--- src/tape_load_pkg.sv ---
// constants shared by the tape load sequencer and its helpers
package tape_load_pkg;
	localparam int CLK_HZ = 100_000_000;
	localparam int DEBOUNCE_US = 1000;
	localparam int UNREEL_DELAY_MS = 200;
	localparam int FAULT_TIMEOUT_MS = 5000;
	localparam int SETTLE_HOLD_MS = 500;
	localparam int DEBOUNCE_CYCLES = DEBOUNCE_US * (CLK_HZ / 1_000_000);
	localparam int UNREEL_DELAY_CYCLES = UNREEL_DELAY_MS * (CLK_HZ / 1000);
	localparam int FAULT_TIMEOUT_CYCLES = FAULT_TIMEOUT_MS * (CLK_HZ / 1000);
	localparam int SETTLE_HOLD_CYCLES = SETTLE_HOLD_MS * (CLK_HZ / 1000);
	localparam logic [7:0] CTRL_OFFSET = 8'h00;
	localparam logic [7:0] STATUS_OFFSET = 8'h04;
	localparam int CTRL_DOUBLE_BIT = 0;
	localparam logic [31:0] CTRL_RESET = 32'h0000_0000;
	localparam int ST_STAGE_ONE = 0;
	localparam int ST_FWD_SEEK = 1;
	localparam int ST_SETTLE = 2;
	localparam int ST_LOADED = 3;
	localparam int ST_FAULT = 4;
	localparam int ST_MOTOR = 5;
	localparam int ST_VACUUM = 6;
	localparam int ST_REEL_PWR = 7;
	localparam int ST_UNREEL = 8;
	localparam int ST_INDICATOR = 9;
	localparam logic [7:0] UNREEL_TORQUE = 8'h20;
endpackage

--- src/delay_if.sv ---
// run/done pair between the sequencer and one delay counter
`timescale 1ns/1ps
interface delay_if;
	logic run;
	logic done;
	modport ctrl (output run, input done);
	modport timer (input run, output done);
endinterface

--- src/input_filter.sv ---
// two-flop synchroniser and stable-count debouncer per input bit
`timescale 1ns/1ps
module input_filter #(
	parameter int WIDTH = 4,
	parameter int CYCLES = tape_load_pkg::DEBOUNCE_CYCLES
) (
	input wire logic pclk,
	input wire logic presetn,
	input wire logic [WIDTH-1:0] raw,
	output logic [WIDTH-1:0] clean
);
	if (CYCLES < 1 || WIDTH < 1) begin : g_check
		$error("input_filter: CYCLES and WIDTH must be at least 1");
	end
	logic [WIDTH-1:0] meta;
	logic [WIDTH-1:0] sync;
	logic [WIDTH-1:0][31:0] cnt;
	logic [WIDTH-1:0][31:0] next_cnt;
	logic [WIDTH-1:0] next_clean;
	always_comb begin
		for (int i = 0; i < WIDTH; i++) begin
			next_cnt[i] = 32'h0000_0000;
			next_clean[i] = clean[i];
			// level must hold for CYCLES edges before it is believed
			if (sync[i] != clean[i]) begin
				if (cnt[i] >= 32'(CYCLES - 1)) begin
					next_clean[i] = sync[i];
				end else begin
					next_cnt[i] = cnt[i] + 32'h0000_0001;
				end
			end
		end
	end
	always_ff @(posedge pclk or negedge presetn) begin
		if (!presetn) begin
			meta <= '0;
			sync <= '0;
			cnt <= '0;
			clean <= '0;
		end else begin
			meta <= raw;
			sync <= meta;
			cnt <= next_cnt;
			clean <= next_clean;
		end
	end
endmodule

--- src/delay_timer.sv ---
// counter that reports done once run has been held for CYCLES edges
`timescale 1ns/1ps
module delay_timer #(
	parameter int CYCLES = 16
) (
	input wire logic pclk,
	input wire logic presetn,
	delay_if.timer port
);
	if (CYCLES < 1) begin : g_check
		$error("delay_timer: CYCLES must be at least 1");
	end
	logic [31:0] cnt;
	logic [31:0] next_cnt;
	logic next_done;
	always_comb begin
		next_cnt = 32'h0000_0000;
		next_done = 1'b0;
		// dropping run clears the count at once, like a discharged capacitor
		if (port.run) begin
			if (cnt >= 32'(CYCLES - 1)) begin
				next_cnt = cnt;
				next_done = 1'b1;
			end else begin
				next_cnt = cnt + 32'h0000_0001;
			end
		end
	end
	always_ff @(posedge pclk or negedge presetn) begin
		if (!presetn) begin
			cnt <= 32'h0000_0000;
			port.done <= 1'b0;
		end else begin
			cnt <= next_cnt;
			port.done <= next_done;
		end
	end
endmodule

--- src/tape_load_sequencer.sv ---
// automatic load sequencer for a vacuum-column tape transport, APB slave
// How it works
// - reel power relay on unless rewinding
// - button press-release pulse sets stage one
// - first pulse cannot start forward seek
// - stage one drives vacuum relay and blower
// - unreel enable needs stage, clear, delay
// - unreel delay starts when stage one sets
// - unreel enable applies small unreel torque
// - fault timeout aborts load, clears stage one
// - interlock in time cancels fault timer
// - column tape present starts settle hold
// - tape present energizes motor connect relay
// - latched interlock with power-good holds relay
// - settle done clears stage one
// - single press: stage end starts seek
// - double press: second press starts seek
// - start mark during seek stops tape
// - stopped under tension lights loaded lamp
// - power-good low initializes sequencer state
`timescale 1ns/1ps
module tape_load_sequencer #(
	parameter int DEBOUNCE_CYC = tape_load_pkg::DEBOUNCE_CYCLES,
	parameter int UNREEL_DELAY_CYC = tape_load_pkg::UNREEL_DELAY_CYCLES,
	parameter int FAULT_TIMEOUT_CYC = tape_load_pkg::FAULT_TIMEOUT_CYCLES,
	parameter int SETTLE_HOLD_CYC = tape_load_pkg::SETTLE_HOLD_CYCLES
) (
	input wire logic pclk,
	input wire logic presetn,
	input wire logic psel,
	input wire logic penable,
	input wire logic pwrite,
	input wire logic [7:0] paddr,
	input wire logic [31:0] pwdata,
	output logic [31:0] prdata,
	output logic pready,
	output logic pslverr,
	input wire logic load_button,
	input wire logic column_vacuum_ok,
	input wire logic column_gate_ok,
	input wire logic tape_start_mark,
	input wire logic rewind_active_n,
	input wire logic power_good_n_reset,
	input wire logic vacuum_request_n,
	output logic reel_power_relay,
	output logic vacuum_motor_relay,
	output logic motor_connect_relay,
	output logic unreel_enable_n,
	output logic [7:0] unreel_torque,
	output logic capstan_forward,
	output logic load_fault_n,
	output logic loaded_indicator
);
	if (DEBOUNCE_CYC < 1 || UNREEL_DELAY_CYC < 1 || FAULT_TIMEOUT_CYC < 1
		|| SETTLE_HOLD_CYC < 1) begin : g_check
		$error("tape_load_sequencer: every cycle count must be at least 1");
	end

	// ---------------- input conditioning
	logic [3:0] clean;
	logic btn;
	logic btn_prev;
	logic press_pulse;
	logic vac_ok;
	logic gate_ok;
	logic mark;
	input_filter #(.WIDTH(4), .CYCLES(DEBOUNCE_CYC)) u_filter (
		.pclk(pclk),
		.presetn(presetn),
		.raw({tape_start_mark, column_gate_ok, column_vacuum_ok, load_button}),
		.clean(clean)
	);
	assign btn = clean[0];
	assign vac_ok = clean[1];
	assign gate_ok = clean[2];
	assign mark = clean[3];
	assign press_pulse = btn_prev & ~btn;

	// ---------------- delay counters
	delay_if unreel_dly ();
	delay_if fault_dly ();
	delay_if settle_dly ();
	delay_timer #(.CYCLES(UNREEL_DELAY_CYC)) u_unreel (
		.pclk(pclk),
		.presetn(presetn),
		.port(unreel_dly.timer)
	);
	delay_timer #(.CYCLES(FAULT_TIMEOUT_CYC)) u_fault (
		.pclk(pclk),
		.presetn(presetn),
		.port(fault_dly.timer)
	);
	delay_timer #(.CYCLES(SETTLE_HOLD_CYC)) u_settle (
		.pclk(pclk),
		.presetn(presetn),
		.port(settle_dly.timer)
	);

	// ---------------- sequencer state
	logic double_press;
	logic load_stage_one;
	logic forward_seek_stage;
	logic tape_loaded_n;
	logic settle_done;
	logic seek_stop_n;
	logic interlock_latched;
	logic column_tape_present_n;
	logic unreel_delay_done;
	logic interlock_clear;
	logic pg;
	logic next_load_stage_one;
	logic next_forward_seek_stage;
	logic next_tape_loaded_n;
	logic next_settle_done;
	logic next_seek_stop_n;
	logic next_interlock_latched;
	logic next_column_tape_present_n;
	logic next_reel_power_relay;
	logic next_vacuum_motor_relay;
	logic next_motor_connect_relay;
	logic next_unreel_enable_n;
	logic [7:0] next_unreel_torque;
	logic next_capstan_forward;
	logic next_load_fault_n;
	logic next_loaded_indicator;
	logic seek_start;

	assign pg = power_good_n_reset;
	assign unreel_delay_done = unreel_dly.done;
	// high until the relay is in and both column switches report tape
	assign interlock_clear = ~(motor_connect_relay & vac_ok & gate_ok);
	assign unreel_dly.run = load_stage_one;
	assign fault_dly.run = ~unreel_enable_n;
	assign settle_dly.run = ~column_tape_present_n & ~settle_done;

	always_comb begin
		// seek only once the interlock stands, so the first press is inert
		seek_start = 1'b0;
		if (tape_loaded_n && seek_stop_n) begin
			if (double_press) begin
				seek_start = press_pulse & settle_done;
			end else begin
				seek_start = load_stage_one & settle_dly.done;
			end
		end
		next_load_stage_one = (press_pulse & ~settle_done)
			| (load_stage_one & ~fault_dly.done & ~settle_done);
		next_settle_done = (settle_done | settle_dly.done) & ~column_tape_present_n;
		next_forward_seek_stage = seek_start | (forward_seek_stage & seek_stop_n);
		next_tape_loaded_n = tape_loaded_n & ~seek_start;
		next_seek_stop_n = ~(interlock_clear | (mark & forward_seek_stage));
		next_column_tape_present_n = ~(vac_ok & gate_ok);
		// latch sees only relay and vac_ok, not gate_ok, so a gate drop alone keeps the relay
		next_interlock_latched = motor_connect_relay & vac_ok;
		next_motor_connect_relay = ~column_tape_present_n
			| interlock_latched;
		next_unreel_enable_n = ~(load_stage_one & interlock_clear
			& unreel_delay_done);
		// the fault flag is hardware-set and cleared by the next press; set wins
		next_load_fault_n = ~fault_dly.done & (load_fault_n | press_pulse);
		if (!pg) begin
			next_load_stage_one = 1'b0;
			next_settle_done = 1'b0;
			next_forward_seek_stage = 1'b0;
			next_tape_loaded_n = 1'b1;
			next_interlock_latched = 1'b0;
			next_motor_connect_relay = 1'b0;
			next_unreel_enable_n = 1'b1;
			next_load_fault_n = 1'b1;
		end
		next_unreel_torque = next_unreel_enable_n ? 8'h00
			: tape_load_pkg::UNREEL_TORQUE;
		next_capstan_forward = next_forward_seek_stage;
		next_reel_power_relay = rewind_active_n;
		next_vacuum_motor_relay = ~(~next_load_stage_one & vacuum_request_n);
		next_loaded_indicator = ~tape_loaded_n & ~forward_seek_stage
			& ~interlock_clear;
	end

	always_ff @(posedge pclk or negedge presetn) begin
		if (!presetn) begin
			btn_prev <= 1'b0;
			load_stage_one <= 1'b0;
			forward_seek_stage <= 1'b0;
			tape_loaded_n <= 1'b1;
			settle_done <= 1'b0;
			seek_stop_n <= 1'b0;
			interlock_latched <= 1'b0;
			column_tape_present_n <= 1'b1;
			reel_power_relay <= 1'b1;
			vacuum_motor_relay <= 1'b0;
			motor_connect_relay <= 1'b0;
			unreel_enable_n <= 1'b1;
			unreel_torque <= 8'h00;
			capstan_forward <= 1'b0;
			load_fault_n <= 1'b1;
			loaded_indicator <= 1'b0;
		end else begin
			btn_prev <= btn;
			load_stage_one <= next_load_stage_one;
			forward_seek_stage <= next_forward_seek_stage;
			tape_loaded_n <= next_tape_loaded_n;
			settle_done <= next_settle_done;
			seek_stop_n <= next_seek_stop_n;
			interlock_latched <= next_interlock_latched;
			column_tape_present_n <= next_column_tape_present_n;
			reel_power_relay <= next_reel_power_relay;
			vacuum_motor_relay <= next_vacuum_motor_relay;
			motor_connect_relay <= next_motor_connect_relay;
			unreel_enable_n <= next_unreel_enable_n;
			unreel_torque <= next_unreel_torque;
			capstan_forward <= next_capstan_forward;
			load_fault_n <= next_load_fault_n;
			loaded_indicator <= next_loaded_indicator;
		end
	end

	// ---------------- APB slave, one wait state on every transfer
	logic [31:0] status;
	logic [31:0] next_prdata;
	logic next_pready;
	logic next_pslverr;
	logic next_double_press;
	logic hit_ctrl;
	logic hit_status;

	always_comb begin
		status = 32'h0000_0000;
		status[tape_load_pkg::ST_STAGE_ONE] = load_stage_one;
		status[tape_load_pkg::ST_FWD_SEEK] = forward_seek_stage;
		status[tape_load_pkg::ST_SETTLE] = settle_done;
		status[tape_load_pkg::ST_LOADED] = ~tape_loaded_n;
		status[tape_load_pkg::ST_FAULT] = ~load_fault_n;
		status[tape_load_pkg::ST_MOTOR] = motor_connect_relay;
		status[tape_load_pkg::ST_VACUUM] = vacuum_motor_relay;
		status[tape_load_pkg::ST_REEL_PWR] = reel_power_relay;
		status[tape_load_pkg::ST_UNREEL] = ~unreel_enable_n;
		status[tape_load_pkg::ST_INDICATOR] = loaded_indicator;
	end

	always_comb begin
		hit_ctrl = paddr == tape_load_pkg::CTRL_OFFSET;
		hit_status = paddr == tape_load_pkg::STATUS_OFFSET;
		next_pready = psel & penable & ~pready;
		next_pslverr = 1'b0;
		next_prdata = 32'h0000_0000;
		next_double_press = double_press;
		if (psel && penable && !pready) begin
			next_pslverr = ~(hit_ctrl | hit_status);
			if (!pwrite && hit_ctrl) begin
				next_prdata = {31'h0000_0000, double_press};
			end else if (!pwrite && hit_status) begin
				next_prdata = status;
			end
		end
		if (psel && penable && pready && pwrite && hit_ctrl) begin
			next_double_press = pwdata[tape_load_pkg::CTRL_DOUBLE_BIT];
		end
	end

	always_ff @(posedge pclk or negedge presetn) begin
		if (!presetn) begin
			prdata <= 32'h0000_0000;
			pready <= 1'b0;
			pslverr <= 1'b0;
			double_press <= tape_load_pkg::CTRL_RESET[tape_load_pkg::CTRL_DOUBLE_BIT];
		end else begin
			prdata <= next_prdata;
			pready <= next_pready;
			pslverr <= next_pslverr;
			double_press <= next_double_press;
		end
	end
endmodule

--- config.mk ---
export PLATFORM = sky130hd
export DESIGN_NAME = tape_load_sequencer
export DESIGN_NICKNAME = d
export VERILOG_FILES = /design/src/tape_load_pkg.sv /design/src/delay_if.sv /design/src/input_filter.sv /design/src/delay_timer.sv /design/src/tape_load_sequencer.sv
export SDC_FILE = /design/constraint.sdc
export NUM_CORES = 1
export LEC_CHECK = 0
export BUFFER_PORTS_ARGS = -buffer_cell sky130_fd_sc_hd__buf_4
export CAP_MARGIN = 25
export CORE_MARGIN = 5
export CORE_UTILIZATION = 55
export DETAILED_ROUTE_END_ITERATION = 10
export HOLD_SLACK_MARGIN = 0.05
export PLACE_DENSITY = 0.74
export SYNTH_ARGS = -nofsm -noshare
export SYNTH_HDL_FRONTEND = slang
export SYNTH_SLANG_ARGS = --single-unit
--- constraint.sdc ---
create_clock -name pclk -period 2.4 [get_ports pclk]
set_input_delay 0.36 -clock pclk [delete_from_list [all_inputs] [get_ports pclk]]
set_output_delay 0.36 -clock pclk [all_outputs]
set_load 0.03 [all_outputs]
==> flow_summary.toml <==
[status]
status = "completed"

[synth]
yosysTopAreaCell = "dfrtp_1"
synth_edf_count = 0
ys_ff_latch = 267
yosysWarningCount = 0
synth_most_common_cell = "dfrtp_1"
syn_area_um2 = 12180
netlist_top_cells_area = "dfrtp_1, nor2_1, xor2_1"
yosysUniqueCellTypes = 77
ys_seq_area_frac = 0.5492
ys.flop_type = "dfrtp_1"
syn_avg_cell_area_um2 = 10.82
async_reset_ff_frac = 1.000
postSynthCellCount = 1125
synth_common_cells = "dfrtp_1, nor2_1, nand2_1, nand3_1, xor2_1"
synth_top_area_share = 0.5384

[power_and_ir_drop]
total_power_uw = 9347
ir_drop_mv = 0.5774
p_leak_uw = 0.006078
p_per_area_nw_per_um2 = 660.8

[final_layout]
drive_gt1_frac = 0.1418
area_delta_synth_final_pct = 16.16
diodes = 0
layout.nets = 1315
fin_util = 0.6481
fillers = 1687

[sta]
post-route-min-period_ps = 2275
finalCritPeriodShare = 0.9478
tightest_slew_ps = 672.7
setup_viol = 0
final_max_slew_viol_count = 0
worst_slack_ps = 125.3
hold_viol_final = 0
fmax_mhz = 439.6
rsz0062_at_grt = "false"
fin_setup_tns_ps = 0
relSlewSlack = 0.5499
fin_skew_ps = 11.77

[clocking]
cts.sinks = 267
clock_latency_ps = 540
cts_made_buffers = 28
clock_tree.htree_level_count = 1
clockBufferDepth = 3
cts_tree = "built"
clk_pin_slew_worst_paths_ps = 60
root_buffer = "clkbuf_16"
cts_setup_buffers = 0

[grt]
grt_max_degree = 68
grt_pass1_vias = 8209
track_usage = 0.1767
antenna_found_initial = 1
grt_first_pass_wirelength_um = 39160
overflow = 0

[place]
io_buffer_count = 40
post-dp-hpwl_um = 15020
pre_cts_slack_ps = 140.3
gp_congestion = 0.8014

[min_path]
min-delay-start = "pwdata[0]"
whs_path_depth = 2
min_path_type = "in2reg"

[route]
wl_per_cell_um = 14.44
vias = 8481
drc = 0
postRouteAntennaNets = 0
wl_um = 22470
drt_iter0_drc = 426
avgViaCountPerCell = 5.451
drt_pass1_iterations = 4

[setup_path]
required_ps = 2800
cp.arrival_ps = 2680
critPathLaunchType = "flop"
path_max_fanout = 26
r2r-start = "u_unreel.cnt[28]"
ff2ff_path_depth = 6
worstSetupEndpointType = "flop"
critPathLaunch = "u_unreel.cnt[28]"
crit_type = "reg2reg"

[job]
cap_violations = 0

[die]
start_util = 0.5580
num_io_pins = 101
die_area_um2 = 25220
chipHeight_um = 158.8
coreArea_um2 = 21820
fp.dieW_um = 158.8
core.rowCount = 54
## critical path: stages (launching register included)
cell	delay, ps
dfrtp_1	380
or4_4	550
nor4_4	190
nand3_4	350
buf_4	300
o311ai_1	270
o41ai_1	110
## where the power goes
group / switching, µW / leakage (µW) / internal (µW) / total [µW]
Combinational: 225 / 0.00206 / 81.7 / 307
Clock: 1710 / 0.000478 / 2710 / 4420
Sequential: 38.9 / 0.00354 / 4580 / 4620
## state kept, by name, summed over array words and instances, names as in the netlist, 4 cells and up
| register | flops |
|---|---|
| u_filter.cnt | 128 |
| u_fault.cnt | 32 |
| u_settle.cnt | 32 |
| u_unreel.cnt | 32 |
| prdata | 10 |
| u_filter.clean | 4 |
| u_filter.meta | 4 |
| u_filter.sync | 4 |
## cell type report
type	count	area (µm²)	area share
clock inverters	10	145.1	0.01026
flip-flops and latches	267	6688	0.4728
inverters	27	101.3	0.007165
clock buffers	40	825.8	0.05838
multi-input cells	853	5301	0.3748
well taps	280	350.3	0.02477
repair buffers	79	733.2	0.05184
## cells in the final DEF, fill, tap and decap left out, drive strengths merged, types with 7 or more instances in the layout
master | synthesis | routed
nand3 | 53 | 53
dlygate4sd3 | 0 | 8
nor3 | 19 | 19
mux2 | 16 | 16
nor4 | 37 | 37
clkbuf | 20 | 40
or4 | 28 | 28
mux2i | 16 | 16
nand4 | 40 | 40
nor2b | 15 | 15
buf | 46 | 71
inv | 27 | 28
nor2 | 134 | 134
or3 | 16 | 16
a211oi | 9 | 9
nand2b | 24 | 24
o21ai | 17 | 17
xor2 | 43 | 43
dfrtp | 262 | 262
ha | 7 | 7
xnor2 | 29 | 29
and3 | 24 | 24
o31ai | 16 | 16
o41ai | 9 | 9
and2 | 19 | 19
conb | 1 | 89
and4 | 12 | 12
a21oi | 37 | 37
nand2 | 87 | 87
o311ai | 9 | 9
## through the flow
stage | cells | instance area, µm² | hold slack (ps)
finish | 1556 | 14140 | 89.81
global route | 1556 | 14140 | 66.86
CTS | 1556 | 14140 | 62.78
detailed placement | 1498 | 13090 | 338.6
global placement | 1498 | 13090 | 335.7
floorplan | 1213 | 12510 | 64.41
## worst paths after layout
path / slack [ps] / to
max: 130 / u_unreel.cnt[7]
min: 90 / double_press
max reg2reg: 130 / u_unreel.cnt[7]
min reg2reg: 350 / u_filter.sync[0]
max in group asynchronous: 1340 / tape_loaded_n
min in group asynchronous: 370 / u_settle.cnt[19]
## logic make-up after synthesis
group / share of synthesized area
compound gates: 0.07933
xor+xnor: 0.05179
fa+ha+maj: 0.007192
buf+inv: 0.04254
flops: 0.5492
mux: 0.02795
other cells: 0.0003080
simple gates: 0.2417
## repair_timing
| action | in CTS | in global routing |
|---|---|---|
| resized for setup | 0 | 0 |
| endpoints found under the hold margin | 66 | 0 |
| setup endpoints to repair | 0 | 0 |
| hold buffers | 8 | 0 |
## layer usage
layer  track usage  share of wire  up-vias
met5             0        0.00089        -
met3       0.02929          0.039       35
li1              -              -     4156
met4       0.04224          0.021        2
met1        0.2496           0.46     4171
met2        0.2888           0.48      117
Note: power is estimated with default switching activity, not from simulation.
